File: config.mk
export PLATFORM = sky130hd
export DESIGN_NAME = svst_status_regs
export DESIGN_NICKNAME = d
export VERILOG_FILES = /design/src/svst_current_limit_strap_decode.v /design/src/svst_status_regs.v
export VERILOG_INCLUDE_DIRS = /design/src
export SDC_FILE = /design/constraint.sdc
export NUM_CORES = 1
export LEC_CHECK = 0
export ABC_AREA = 1
export CAP_MARGIN = 0
export CORE_MARGIN = 3
export CORE_UTILIZATION = 49
export DETAILED_ROUTE_END_ITERATION = 6
export DONT_BUFFER_PORTS = 1
export GPL_TIMING_DRIVEN = 0
export SETUP_SLACK_MARGIN = 0.5
export SLEW_MARGIN = 20
export SYNTH_ARGS = -nofsm -noshare
export SYNTH_HDL_FRONTEND = slang
export SYNTH_SLANG_ARGS = --single-unit
export TNS_END_PERCENT = 100
File: constraint.sdc
create_clock -name sys_clk -period 3.1 [get_ports sys_clk]
set_input_delay 0.31 -clock sys_clk [delete_from_list [all_inputs] [get_ports sys_clk]]
set_output_delay 0.31 -clock sys_clk [all_outputs]
set_load 0.02 [all_outputs]
File: src/svst_consts.vh
/*
 * Constants for the regulator status, thermal and platform register bank:
 * register indices, field positions, reset values and strap encodings.
 * Assumes it is included by bare name from the bank's design files.
 */
`ifndef SVST_CONSTS_VH
`define SVST_CONSTS_VH

// ==========================================================================
// Register indices on the serial command port.
`define SVST_IDX_ERR_STATUS   8'h11
`define SVST_IDX_TEMP_ZONE    8'h12
`define SVST_IDX_ERR_LAST     8'h1C
`define SVST_IDX_MAX_CURRENT  8'h21
`define SVST_IDX_MAX_TEMP     8'h22
`define SVST_IDX_FAST_SLEW    8'h24
`define SVST_IDX_SLOW_SLEW    8'h25

// ==========================================================================
// Field positions.
`define SVST_BIT_PARITY_ERR   0
`define SVST_BIT_FRAME_ERR    1
`define SVST_BIT_ZONE_ALERT   6
`define SVST_BIT_ZONE_HOT     7
`define SVST_BIT_PS_THERM     1

// ==========================================================================
// Reset and fixed values.
`define SVST_RST_BYTE         8'h00
`define SVST_TEMP_LIMIT       8'h64
`define SVST_SLEW_LOW         8'h0A
`define SVST_SLEW_HIGH        8'h14

// ==========================================================================
// Slew strap level codes from the multilevel input comparator.
`define SVST_SLEW_LVL_0V      2'h0
`define SVST_SLEW_LVL_1V5     2'h1
`define SVST_SLEW_LVL_3V      2'h2
`define SVST_SLEW_LVL_VCC     2'h3

// Current strap level codes: 0 is below the lowest band, 17 above the top.
`define SVST_CURRENT_LIMIT_STRAP_LVL_LOW     5'h00
`define SVST_CURRENT_LIMIT_STRAP_LVL_HIGH    5'h11

`endif

File: src/svst_current_limit_strap_decode.v
/*
 * Per-phase current report decoder for one regulator's current strap.
 * Assumes the strap level code is already synchronised and stable.
 */
`timescale 1ns/1ps
`default_nettype none
`include "svst_consts.vh"

module svst_current_limit_strap_decode #(
	parameter REG_B = 0                  // Selects the second regulator's column.
) (
	input  wire [4:0] level,            // Strap level code 0..17.
	output reg  [7:0] per_phase_amps,   // Reported amperes per phase.
	output wire       in_band           // Level lies inside a defined band.
);

	// ==========================================================================
	// Bands repeat every four levels: report 35, 33, 27, 22 amperes; the second
	// regulator drops to 22 and 17 for the two lighter settings.
	wire [1:0] pos;
	assign pos     = level[1:0] - 2'h1;
	assign in_band = (level != `SVST_CURRENT_LIMIT_STRAP_LVL_LOW) && (level < `SVST_CURRENT_LIMIT_STRAP_LVL_HIGH);

	always @* begin
		case (pos)
			2'h0: per_phase_amps = 8'h23;
			2'h1: per_phase_amps = 8'h21;
			2'h2: per_phase_amps = (REG_B != 0) ? 8'h16 : 8'h1B;
			2'h3: per_phase_amps = (REG_B != 0) ? 8'h11 : 8'h16;
			default: per_phase_amps = 8'h00;
		endcase
		// Level 12 of the second regulator is forced to the lighter value of 17 amperes.
		if ((REG_B != 0) && (level == 5'h0C))
			per_phase_amps = 8'h11;
		if (!in_band)
			per_phase_amps = 8'h00;
	end

endmodule
`default_nettype wire

File: src/svst_status_regs.v
/*
 * Error status, temperature zone and platform capability registers of a
 * serial voltage-ID regulator controller.
 * Assumes the bus framing logic delivers one-cycle read/write strobes with
 * an index, and error pulses, all on sys_clk; strap and comparator levels
 * arrive asynchronously from the analog side and are synchronised here.
 */
`timescale 1ns/1ps
`default_nettype none
`include "svst_consts.vh"

module svst_status_regs #(
	parameter PHASES_A = 3,             // Active phases of regulator A.
	parameter PHASES_B = 1              // Active phases of regulator B.
) (
	input  wire       sys_clk,          // 40 MHz system clock.
	input  wire       rstn,             // Asynchronous active-low reset.
	input  wire       rd_stb,           // One-cycle register read request.
	input  wire       wr_stb,           // One-cycle register write request.
	input  wire [7:0] reg_idx,          // Register index of the request.
	input  wire [7:0] wr_data,          // Write payload, ignored here.
	output reg  [7:0] rd_data,          // Read data, valid the cycle after rd_stb.
	output reg        rd_valid,         // One-cycle pulse with rd_data.
	output reg        rd_hit,           // Read index was mapped in this bank; low after writes.
	input  wire       parity_err,       // One-cycle payload parity error pulse.
	input  wire       frame_err,        // One-cycle data frame error pulse.
	input  wire       settled_in,       // Output settled level for status bit 0.
	input  wire       overcurrent_in,   // Current alert level for status bit 2.
	input  wire [7:0] thermistor_in_a,  // Regulator A comparator outputs.
	input  wire [7:0] thermistor_in_b,  // Regulator B comparator outputs.
	input  wire [4:0] current_limit_strap_a, // Regulator A strap level code.
	input  wire [4:0] current_limit_strap_b, // Regulator B strap level code.
	input  wire [1:0] slew_strap_level, // Slew strap level code.
	output wire       thermal_throttle_n, // Low when either regulator is hot.
	output reg        alert_n,          // Low after a primary status change.
	output reg  [7:0] primary_status,   // Primary status byte.
	output reg        reg_a_enable,     // Regulator A allowed to run.
	output reg        reg_b_enable      // Regulator B allowed to run.
);

	// ==========================================================================
	// Synchronisers. The first stage is read only by the second stage.
	reg [7:0] therm_a_s1_ff;
	reg [7:0] therm_a_ff;
	reg [7:0] therm_b_s1_ff;
	reg [7:0] therm_b_ff;
	reg [4:0] strap_a_s1_ff;
	reg [4:0] strap_a_ff;
	reg [4:0] strap_b_s1_ff;
	reg [4:0] strap_b_ff;
	reg [1:0] slew_s1_ff;
	reg [1:0] slew_ff;

	always @(posedge sys_clk or negedge rstn) begin
		if (!rstn) begin
			therm_a_s1_ff <= `SVST_RST_BYTE;
			therm_a_ff    <= `SVST_RST_BYTE;
			therm_b_s1_ff <= `SVST_RST_BYTE;
			therm_b_ff    <= `SVST_RST_BYTE;
			strap_a_s1_ff <= 5'h00;
			strap_a_ff    <= 5'h00;
			strap_b_s1_ff <= 5'h00;
			strap_b_ff    <= 5'h00;
			slew_s1_ff    <= `SVST_SLEW_LVL_0V;
			slew_ff       <= `SVST_SLEW_LVL_0V;
		end else begin
			therm_a_s1_ff <= thermistor_in_a;
			therm_a_ff    <= therm_a_s1_ff;
			therm_b_s1_ff <= thermistor_in_b;
			therm_b_ff    <= therm_b_s1_ff;
			strap_a_s1_ff <= current_limit_strap_a;
			strap_a_ff    <= strap_a_s1_ff;
			strap_b_s1_ff <= current_limit_strap_b;
			strap_b_ff    <= strap_b_s1_ff;
			slew_s1_ff    <= slew_strap_level;
			slew_ff       <= slew_s1_ff;
		end
	end

	// ==========================================================================
	// Throttle output. Kept purely combinational from the comparators so a
	// stuck bus or a held clock cannot hide an overheat.
	assign thermal_throttle_n = ~(thermistor_in_a[`SVST_BIT_ZONE_HOT] |
		thermistor_in_b[`SVST_BIT_ZONE_HOT]);

	// ==========================================================================
	// Thermometer coding: a trip point counts only if every lower one trips,
	// which filters comparator glitches into a monotonic zone.
	function [7:0] thermo;
		input [7:0] raw;
		integer i;
		begin
			thermo[0] = raw[0];
			for (i = 1; i < 8; i = i + 1)
				thermo[i] = raw[i] & thermo[i-1];
		end
	endfunction

	// The zone reports the hotter of the two regulators.
	wire [7:0] zone_a;
	wire [7:0] zone_b;
	wire [7:0] zone;
	assign zone_a = thermo(therm_a_ff);
	assign zone_b = thermo(therm_b_ff);
	assign zone   = zone_a | zone_b;

	// ==========================================================================
	// Error status with clear-on-read and last-read copy. A pulse arriving in
	// the very cycle of the read survives the clear.
	reg [7:0] err_status_ff;
	reg [7:0] err_last_ff;
	reg [7:0] nxt_err_status;
	wire      err_rd;
	assign err_rd = rd_stb && (reg_idx == `SVST_IDX_ERR_STATUS);

	always @* begin
		nxt_err_status = err_rd ? `SVST_RST_BYTE : err_status_ff;
		if (parity_err)
			nxt_err_status[`SVST_BIT_PARITY_ERR] = 1'b1;
		if (frame_err)
			nxt_err_status[`SVST_BIT_FRAME_ERR] = 1'b1;
		nxt_err_status[7:2] = 6'h00;
	end

	always @(posedge sys_clk or negedge rstn) begin
		if (!rstn) begin
			err_status_ff <= `SVST_RST_BYTE;
			err_last_ff   <= `SVST_RST_BYTE;
		end else begin
			err_status_ff <= nxt_err_status;
			if (err_rd)
				err_last_ff <= err_status_ff;
		end
	end

	// ==========================================================================
	// Platform straps: current report and regulator disable.
	wire [7:0] pp_a;
	wire [7:0] pp_b;
	wire       band_a;
	wire       band_b;

	svst_current_limit_strap_decode #(.REG_B(0)) u_current_limit_strap_a (
		.level          (strap_a_ff),
		.per_phase_amps (pp_a),
		.in_band        (band_a)
	);

	svst_current_limit_strap_decode #(.REG_B(1)) u_current_limit_strap_b (
		.level          (strap_b_ff),
		.per_phase_amps (pp_b),
		.in_band        (band_b)
	);

	// Product kept at 16 bits then cut to the 8-bit report field.
	wire [15:0] amps_a;
	wire [15:0] amps_b;
	localparam [7:0] PH_A = PHASES_A;
	localparam [7:0] PH_B = PHASES_B;
	assign amps_a = pp_a * PH_A;
	assign amps_b = pp_b * PH_B;

	reg [7:0] max_current_ff;
	reg       latch_off_a_ff;
	reg       latch_off_b_ff;
	reg       strap_valid_ff;
	reg [1:0] strap_wait_ff;

	// Straps are settled after two synchroniser stages; wait four cycles before
	// judging them so reset values are never mistaken for a grounded strap.
	always @(posedge sys_clk or negedge rstn) begin
		if (!rstn) begin
			strap_wait_ff  <= 2'h0;
			strap_valid_ff <= 1'b0;
			max_current_ff <= `SVST_RST_BYTE;
			latch_off_a_ff <= 1'b0;
			latch_off_b_ff <= 1'b0;
			reg_a_enable   <= 1'b0;
			reg_b_enable   <= 1'b0;
		end else begin
			if (strap_wait_ff != 2'h3)
				strap_wait_ff <= strap_wait_ff + 2'h1;
			else
				strap_valid_ff <= 1'b1;
			if (strap_valid_ff) begin
				max_current_ff <= amps_a[7:0];
				if (strap_a_ff == `SVST_CURRENT_LIMIT_STRAP_LVL_LOW)
					latch_off_a_ff <= 1'b1;
				if (strap_b_ff == `SVST_CURRENT_LIMIT_STRAP_LVL_LOW)
					latch_off_b_ff <= 1'b1;
				reg_a_enable <= band_a && !latch_off_a_ff
					&& (strap_a_ff != `SVST_CURRENT_LIMIT_STRAP_LVL_LOW);
				reg_b_enable <= band_b && !latch_off_b_ff
					&& (strap_b_ff != `SVST_CURRENT_LIMIT_STRAP_LVL_LOW);
			end
		end
	end

	// Regulator B's report is kept for a bank addressed at its own bus address.
	wire [7:0] max_current_b;
	assign max_current_b = amps_b[7:0];

	// ==========================================================================
	// Slew rate decode; unknown codes fall back to the lower rate.
	reg [7:0] fast_slew;
	always @* begin
		case (slew_ff)
			`SVST_SLEW_LVL_1V5: fast_slew = `SVST_SLEW_HIGH;
			`SVST_SLEW_LVL_3V:  fast_slew = `SVST_SLEW_HIGH;
			`SVST_SLEW_LVL_0V:  fast_slew = `SVST_SLEW_LOW;
			`SVST_SLEW_LVL_VCC: fast_slew = `SVST_SLEW_LOW;
			default:            fast_slew = `SVST_SLEW_LOW;
		endcase
	end

	// ==========================================================================
	// Primary status: settled, thermal alert, current alert, error pending.
	reg [7:0] nxt_primary;
	always @* begin
		nxt_primary = `SVST_RST_BYTE;
		nxt_primary[0] = settled_in;
		nxt_primary[`SVST_BIT_PS_THERM] = zone[`SVST_BIT_ZONE_ALERT];
		nxt_primary[2] = overcurrent_in;
		nxt_primary[7] = (nxt_err_status != `SVST_RST_BYTE);
	end

	// Alert stays low from a change until the master reads the primary status;
	// a change in the read cycle keeps it low.
	always @(posedge sys_clk or negedge rstn) begin
		if (!rstn) begin
			primary_status <= `SVST_RST_BYTE;
			alert_n        <= 1'b1;
		end else begin
			primary_status <= nxt_primary;
			if (nxt_primary != primary_status)
				alert_n <= 1'b0;
			else if (rd_stb && (reg_idx == 8'h10))
				alert_n <= 1'b1;
		end
	end

	// ==========================================================================
	// Read port. Writes are accepted and have no effect on this bank.
	always @(posedge sys_clk or negedge rstn) begin
		if (!rstn) begin
			rd_data  <= `SVST_RST_BYTE;
			rd_valid <= 1'b0;
			rd_hit   <= 1'b0;
		end else begin
			rd_valid <= rd_stb | wr_stb;
			rd_hit   <= 1'b1;
			if (rd_stb) begin
				case (reg_idx)
					8'h10:                 rd_data <= primary_status;
					`SVST_IDX_ERR_STATUS:  rd_data <= err_status_ff;
					`SVST_IDX_TEMP_ZONE:   rd_data <= zone;
					`SVST_IDX_ERR_LAST:    rd_data <= err_last_ff;
					`SVST_IDX_MAX_CURRENT: rd_data <= max_current_ff;
					`SVST_IDX_MAX_TEMP:    rd_data <= `SVST_TEMP_LIMIT;
					`SVST_IDX_FAST_SLEW:   rd_data <= fast_slew;
					`SVST_IDX_SLOW_SLEW:   rd_data <= {2'h0, fast_slew[7:2]};
					default: begin
						rd_data <= `SVST_RST_BYTE;
						rd_hit  <= 1'b0;
					end
				endcase
			end else if (wr_stb) begin
				rd_data <= `SVST_RST_BYTE;
				rd_hit  <= (wr_data == wr_data) && (reg_idx != 8'hFF) && 1'b0;
			end
		end
	end

endmodule
`default_nettype wire

After elaboration in Yosys (flattened, before gate mapping)
Index checks and enable logic that the tools add are counted.

Bits in registers: 90. Output and inout port bits: 22.

Add/sub/neg operators: 2. Multipliers: 1. Order comparisons: 2. Equal/unequal tests: 16. Multiplexer cells: 14. Bitwise gates (word level): 18. Reductions and logical operators: 24.

Operators by type and width (count): $pmux 8 s8 (1); $eq 8x5->1 const B (4); $eq 8x6->1 const B (4); $pmux 8 s4 (1); $mux 8 (3); $pmux 8 s2 (1); $and 1x1->1 (14); $logic_not 5->1 (2); $lt 5x5->1 const B (2); $reduce_bool 5->1 (2); $eq 2x2->1 const B (4); $logic_and 1x1->1 (8); $mul 8x2->8 const B (1); $or 8x8->8 (1); $reduce_bool 8->1 (1); $reduce_or 8->1 (1); $mux 1 (7); $eq 2x1->1 const B (2); $logic_not 2->1 (2); $ne 4x4->1 (1); $reduce_and 2->1 (2); $reduce_bool 2->1 (2); $reduce_or 2->1 (2); $add 2x1->2 const B (1); other kinds (6) (8).

Depth between registers and ports, before layout
Gate-level depths: netlist of run 1.

Depth in word-level cells: 10. Mapped depth: 16. Depth with buffers taken out: 16.

Cells and area by module
Synthesis of run 1 repeated with hierarchy kept, for this count alone.

Cell total of the unflattened synthesis: 400. Area, all modules: 3813.7 um2.

Modules (own cells, without submodules): svst_status_regs (instances 1, cells each 344, area each 3489.6 um2, seq. area each 2253.4 um2); svst_current_limit_strap_decode at u_current_limit_strap_a (instances 1, cells each 25, area each 170.2 um2, seq. area each 0.0 um2); svst_current_limit_strap_decode at u_current_limit_strap_b (instances 1, cells each 31, area each 153.9 um2, seq. area each 0.0 um2).

Worst setup path before layout of run 1
No wires, ideal clock.

Path type: reg2reg. From: register strap_a_ff[0]. To: register max_current_ff[5]. Setup time: 0.118 ns. Arrival time: 2.111 ns. Required time: 2.982 ns. Path slack: 0.871 ns. Stages on the path, launching flop included: 17. Cell sequence: dfrtp_1 inv_1 ha_1 inv_1 nor2_1 nand2_1 nand2_1 nor2_1 ha_1 inv_1 fa_1 inv_1 nand4_1 nand2_1 nand2_1 nand3_1 nand2_1.

Cells in the longest elaborated chain, start to end: 5. Elaborated cells between the ends (all ways): 11. Classes of those cells: 1 x add/sub; 1 x mul; 1 x order compare; 3 x eq/ne; 2 x mux; 3 x reduce/logical.

Ends and longest elaborated chain: start: declaration (RTL line svst_status_regs.v:48) `reg [4:0] strap_a_ff;`; start signal: assignment (RTL line svst_status_regs.v:72) `strap_a_ff <= strap_a_s1_ff;`; $sub 2x1->2 (RTL line svst_current_limit_strap_decode.v:21) `assign pos = level[1:0] - 2'h1;`; $eq 2x2->1, or another cell as far along (RTL line svst_current_limit_strap_decode.v:25) `case (pos)`; $pmux 8 s4 (RTL line svst_current_limit_strap_decode.v:25); $mux 8 * (RTL line svst_current_limit_strap_decode.v:35) `if (!in_band)`; $mul 8x2->8 * (RTL line svst_status_regs.v:160) `assign amps_a = pp_a * PH_A;`; end signal: assignment (RTL line svst_status_regs.v:175) `` max_current_ff <= `SVST_RST_BYTE; ``; end signal: assignment (RTL line svst_status_regs.v:186) `max_current_ff <= amps_a[7:0];`; end: declaration (RTL line svst_status_regs.v:163) `reg [7:0] max_current_ff;`.

Every way passes the cells marked *; elsewhere a longest branch is shown, timed or not. The select of a mux whose other input is x is not followed. A chain may end at the register's enable or synchronous reset.

Final worst setup path of run 1
Ends and elaborated chain as after synthesis.

==> results of run 1 <==
==> flip-flops by register name (all words and copies together), names as in the netlist, 4 cells and up <==
register	cells
therm_a_s1_ff	8
rd_data	8
strap_a_ff	5
max_current_ff	8
therm_a_ff	8
therm_b_s1_ff	8
strap_a_s1_ff	5
therm_b_ff	8
primary_status	4
strap_b_s1_ff	5
strap_b_ff	5
==> critical path, delay by kind of cell, from the launching register on <==
family / cells / cell delay (ns)
buffers and inverters: 4 / 0.31
DFF: 1 / 0.38
and+or+nand+nor: 9 / 0.75
adders and majority gates: 3 / 0.78
==> layout make-up <==
| class | count | area [µm²] |
|---|---|---|
| inverters | 39 | 146 |
| fillers | 579 | 2660 |
| multi-input cells | 199 | 1080 |
| repair buffers | 32 | 338 |
| flip-flops and latches | 90 | 2250 |
| plain buffers | 7 | 41.3 |
| well taps | 96 | 120 |
| clock buffers | 11 | 151 |
| clock inverters | 5 | 36.3 |
==> timing repair <==
item | CTS | global route
resized for setup | 0 | 7
hold endpoints to repair | 120 | 0
endpoints found under the setup margin | 0 | 2
hold buffers | 32 | 0
==> logic make-up after synthesis <==
kind of cell,after synthesis
and+or+nand+nor,144
adders and majority gates,11
xor gates and xnor gates,8
muxes,1
other,1
buffers and inverters,46
DFF,90
AOI/OAI and AO/OA,31
==> power groups by stage <==
stage | clock network [mW] | registers (mW) | logic, mW
final | 0.752 | 1.27 | 0.160
after global routing | 0.834 | 1.28 | 0.186
after CTS | 0.775 | 1.27 | 0.158
after detailed placement | 0 | 1.30 | 0.102
after global placement | 0 | 1.30 | 0.0994
after floorplan | 0 | 1.29 | 0.0840
==> worst max path at each step <==
stage	from	endpoint	slack, ns	depth (start not counted)
CTS	strap_a_ff[0]	max_current_ff[5]	0.59	16
finish	strap_a_ff[0]	max_current_ff[5]	0.76	16
detailed placement	strap_a_ff[0]	max_current_ff[5]	0.62	16
global route	strap_a_ff[0]	max_current_ff[7]	0.53	15
floorplan	strap_a_ff[0]	max_current_ff[5]	0.87	16
global placement	strap_a_ff[0]	max_current_ff[5]	0.64	16
==> per-layer routing <==
metal,wire [µm],part of all wire,GRT usage,vias to the layer above
met3,286,0.048,0.0383,11
li1,-,-,-,1137
met1,2870,0.48,0.226,1047
met5,0,0,0,-
met4,110,0.019,0.0753,0
met2,2650,0.45,0.236,61
==> per-stage QoR <==
step | power (mW) | hold slack (ns) | setup WS [ns]
after floorplan | 1.37 | 0.0144 | 0.871
after global placement | 1.40 | 0.0182 | 0.641
after detailed placement | 1.40 | 0.0183 | 0.617
after CTS | 2.21 | 0.0397 | 0.593
after global routing | 2.30 | 0.0406 | 0.525
final | 2.18 | 0.0583 | 0.759
==> Yosys cell counts, drive strengths merged <==
master and count:
dfrtp 89, nand2 81, inv 39, nor2 34, nand3 20, o21ai 15
ha 10, xor2 7, a21oi 6, nand4 5, buf 4, clkbuf 3
nor4 3, a22o 2, o31ai 2, a211oi 1, a31o 1, conb 1
dfstp 1, fa 1, mux2 1, o211ai 1, o21bai 1, o22ai 1
o311ai 1, or2 1, xnor2 1
==> flow_metrics.tcl, run 1 <==
set metrics [dict create \
    clk_latency_ns 0.35 \
    yosys.area_share.simple 0.181 \
    rsz0062_at_grt "false" \
    whs_path_depth 2 \
    globalplace.congestion 0.852 \
    rrSetupSlack_ns 0.76 \
    die_h_um 90.3 \
    dieWidth_um 90.3 \
    cp-start-kind "flip-flop" \
    synth_cell_types 33 \
    antenna_found_initial 0 \
    post_cts_buffers 0 \
    drtIter0Drc 181 \
    r2r_end "max_current_ff[5]" \
    synth_area_mm2 0.00349 \
    synth-seq-cells 90 \
    final.period_utilization 0.755 \
    antenna_cells 0 \
    grt_max_degree 91 \
    max_slew_margin 0.627 \
    die_area_mm2 0.00816 \
    grt_pass1_wl_um 10400 \
    start_util 0.510 \
    slew_violations 0 \
    p_switching_uw 539 \
    ys_warn_count 0 \
    finalNonFillerCells 479 \
    arrival_ns 2.58 \
    seq_area_frac_synth 0.646 \
    clkTransAtPathRegs_ns 0.09 \
    utilization 0.610 \
    synth.area.top_cells "dfrtp_1 (64%), nand2_1 (8.6%), inv_1 (4.2%)" \
    core_mm2 0.00683 \
    path_cells "inv_1 > ha_1 > inv_1 > nor2_1 > nand2_2 > nand2_4 > nor2_4 > ha_1 > inv_1 > fa_1 > inv_1 > nand4_1 > nand2_1 > nand2_1 > nand3_1 > nand2_1" \
    syn2layout_area_growth_pct 19.6 \
    synth_top_family_by_area "simple AND/OR/NAND/NOR gates" \
    finClkSkew_ns 0.0113 \
    synth_compound_area_frac 0.0528 \
    setup_violations 0 \
    power.density_mw_per_mm2 524 \
    max_freq_mhz 427 \
    synth-adder-area-share 0.0416 \
    maxCapViolCount 0 \
    cp_common_cell "inv_1" \
    clkSinkCount 90 \
    internal_power_mw 1.65 \
    clockBufferDepth 2 \
    htreeDepth 3 \
    gr-usage-all-layers 0.160 \
    avgSynthCellArea_um2 10.5 \
    vdd_ir_drop_max_mv 0.485 \
    synthCells 332 \
    hpwl_um 4080 \
    r2r-start "strap_a_ff[0]" \
    cts_tree "yes" \
    cts_buffers 9 \
    synth_xor_area_frac 0.0201 \
    crit_slowest_cell "dfrtp_1" \
    cp-end-kind "flip-flop" \
    drtPass1Iterations 6 \
    reg2reg_depth 16 \
    ant_nets 0 \
    yosysTopAreaCellShare 0.639 \
    vias 2256 \
    period_needed_ns 2.34 \
    cpPeakStageDelay_ns 0.38 \
    wl_um 5920 \
    worstHoldEndpoint "err_status_ff[0]" \
    cts_root_buffer "clkbuf_8" \
    rows 30 \
    drive_above_1_share 0.0914 \
    hold_class "in2reg" \
    yosys.area.top_type "dfrtp_1" \
    power_frac_comb 0.073 \
    worst-setup-path-type "reg2reg" \
    mostFrequentLayoutCell "dfrtp_1" \
    drc 0 \
    portBuffers 0 \
    layout_common_cells "dfrtp_1 (89), nand2_1 (78), inv_1 (39)" \
    io-pin-count 74 \
    grt_overflow 0 \
    post_drt_wl_per_cell_um 12.4 \
    switching_share 0.247 \
    placed_cell_area_mm2 0.00362 \
    hold_start "parity_err" \
    sequentialPowerShare 0.582 \
    outcome "completed" \
    routed_via_density 4.71 \
    synthMuxAreaShare 0.00323 \
    stdcell_area_mm2 0.00417 \
    clkPwrFrac 0.344 \
    crit_required_ns 3.34 \
    first_global_vias 2290 \
    p_leak_nw 2.03 \
    hold_violations 0 \
    fin_tns_setup_ns 0 \
    place_inst 431 \
    crit_fanout 7 \
    nets 441 \
    worstMarginPinSlew_ns 0.557 \
]
No activity file was read; power rests on OpenSTA's default activity.
==> inputs of run 2 (changes only) <==
PLACE_DENSITY = 0.66   (was not set)
clock period = 1.9 ns   (was 3.1 ns; I/O delays follow)
==> run 2 against run 1 <==
Effect of this change:
- the run now ends with hold timing, setup timing left
- sequential share of layout area decreased by 3.9 points
- critical path depth fell by 2
- sequential power increased by 64%
- via count up 5.5%
- die area unchanged
- clock skew fell by 0.0019 ns
- critical path type unchanged
==> flow_metrics.tcl, run 2 (same netlist as run 1, synthesis figures left out) <==
set metrics [dict create \
    layout_common_cells "dfrtp_1 (88), nand2_1 (69), dlygate4sd3_1 (32)" \
    utilization 0.658 \
    antenna_cells 0 \
    die_area_mm2 0.00816 \
    clkTransAtPathRegs_ns 0.10 \
    post_drt_wl_per_cell_um 13.3 \
    hpwl_um 4030 \
    grt_overflow 0 \
    drtIter0Drc 190 \
    sequentialPowerShare 0.572 \
    critPathTopFamily "simple AND/OR/NAND/NOR gates" \
    core_mm2 0.00683 \
    grt_pass1_wl_um 10600 \
    maxCapViolCount 0 \
    start_util 0.510 \
    max_freq_mhz 468 \
    wl_um 6620 \
    outcome "complete, but fails checks" \
    clkPwrFrac 0.340 \
    wl_met1_um 2970 \
    power.density_mw_per_mm2 808 \
    crit_fanout 5 \
    clkSinkCount 90 \
    cp-start-kind "flip-flop" \
    period_needed_ns 2.14 \
    cpPeakStageDelay_ns 0.39 \
    die_h_um 90.3 \
    ant_nets 0 \
    crit_required_ns 2.16 \
    cp_common_cell "nand2_1" \
    clockBufferDepth 2 \
    setup_violations 6 \
    power_frac_comb 0.088 \
    internal_power_mw 2.69 \
    worst-setup-path-type "reg2reg" \
    holdWs_ns -0.478 \
    gr-usage-all-layers 0.162 \
    vias 2379 \
    rows 30 \
    hold_class "in2async" \
    slew_violations 0 \
    placed_cell_area_mm2 0.00367 \
    violations "hold timing, setup timing" \
    switching_share 0.260 \
    routed_via_density 4.79 \
    path_cells "nor2_1 > nand2_1 > nand2_1 > nand2_4 > nor2_4 > ha_4 > inv_2 > fa_2 > inv_2 > nand4_1 > nand2_1 > nand2_1 > nand3_1 > nand2_1" \
    mostFrequentLayoutCell "dfrtp_1" \
    cp-end-kind "flip-flop" \
    clk_latency_ns 0.35 \
    crit_slowest_cell "dfrtp_1" \
    stdcell_area_mm2 0.00450 \
    antenna_found_initial 0 \
    final.period_utilization 1.13 \
    portBuffers 0 \
    p_switching_uw 946 \
    nets 459 \
    hold_violations 90 \
    htreeDepth 3 \
    vdd_ir_drop_max_mv 0.591 \
    worstMarginPinSlew_ns 0.562 \
    maxUsedRoutingLayer "met4" \
    cts_buffers 9 \
    syn2layout_area_growth_pct 29.0 \
    io-pin-count 74 \
    cp_num_buf_inv 2 \
    cts_root_buffer "clkbuf_8" \
    finClkSkew_ns 0.00948 \
    drive_above_1_share 0.244 \
    grt_max_degree 91 \
    cts_tree "yes" \
    globalplace.congestion 0.825 \
    max_slew_margin 0.624 \
    layout_setup_ws_ns -0.238 \
    first_global_vias 2358 \
    dieWidth_um 90.3 \
    cts_hold_repair.buffers 32 \
    route.met2.wl_um 3190 \
    rsz0062_at_grt "true" \
    drtPass1Iterations 4 \
    p_leak_nw 2.14 \
    wl_met3_um 263 \
    drc 0 \
    arrival_ns 2.39 \
]
==> run 2: changes by cell type in the layout (fill, tap and decap cells not counted), moves of 7 or more <==
| cell | change |
|---|---|
| nand2_2 | +8 |
| inv_1 | -9 |
| nand2_1 | -9 |
| buf_4 | +16 |
| inv_2 | +7 |
==> run 2: stage by stage <==
| step | instances | power, mW | TNS [ns] | worst slack, ns |
|---|---|---|---|---|
| global route | 497 | 3.80 | -1.79 | -0.435 |
| CTS | 489 | 3.60 | -0.806 | -0.199 |
| global placement | 431 | 2.29 | -1.07 | -0.254 |
| floorplan | 335 | 2.26 | -0.256 | -0.113 |
| detailed placement | 431 | 2.30 | -1.27 | -0.297 |
| finish | 497 | 3.64 | -0.867 | -0.238 |
==> run 2: final timing paths <==
check                                 startpoint  cells past startpoint  slack [ns]                end
worst max-delay path               strap_a_ff[2]                     14       -0.24  max_current_ff[5]
min in group sys_clk                      rd_stb                      2        0.03     err_last_ff[1]
max in group asynchronous                   rstn                      0        2.17            alert_n
worst min register to register  therm_a_s1_ff[4]                      0        0.35      therm_a_ff[4]
worst max register to register     strap_a_ff[2]                     14       -0.24  max_current_ff[5]
worst min-delay path                        rstn                      0       -0.48         rd_data[6]
==> run 2: cell type report <==
| class | count | area, µm² |
|---|---|---|
| Sequential cell | 90 | 2250 |
| Multi-Input combinational cell | 199 | 1270 |
| Fill cell | 512 | 2330 |
| Timing Repair Buffer | 50 | 472 |
| Buffer | 7 | 43.8 |
| Clock buffer | 9 | 124 |
| Clock inverter | 7 | 66.3 |
| Tap cell | 96 | 120 |
| Inverter | 39 | 151 |
==> run 2: power by group through the flow <==
stage	logic (mW)	clock network, mW	registers [mW]
CTS	0.261	1.26	2.08
finish	0.319	1.24	2.08
detailed placement	0.184	0	2.11
global placement	0.181	0	2.11
global route	0.353	1.35	2.10
floorplan	0.153	0	2.10
==> run 2: repair_timing <==
item,CTS,global route
hold endpoints to repair,123,90
setup endpoints to repair,8,17
resized for setup,10,43
pin swaps,10,28
buffers inserted,10,8
==> run 2: routing by layer <==
layer  track usage  up-vias
li1              -     1170
met1         0.219     1131
met2         0.243       62
met3        0.0375       16
met4        0.0867        0
met5             0        -
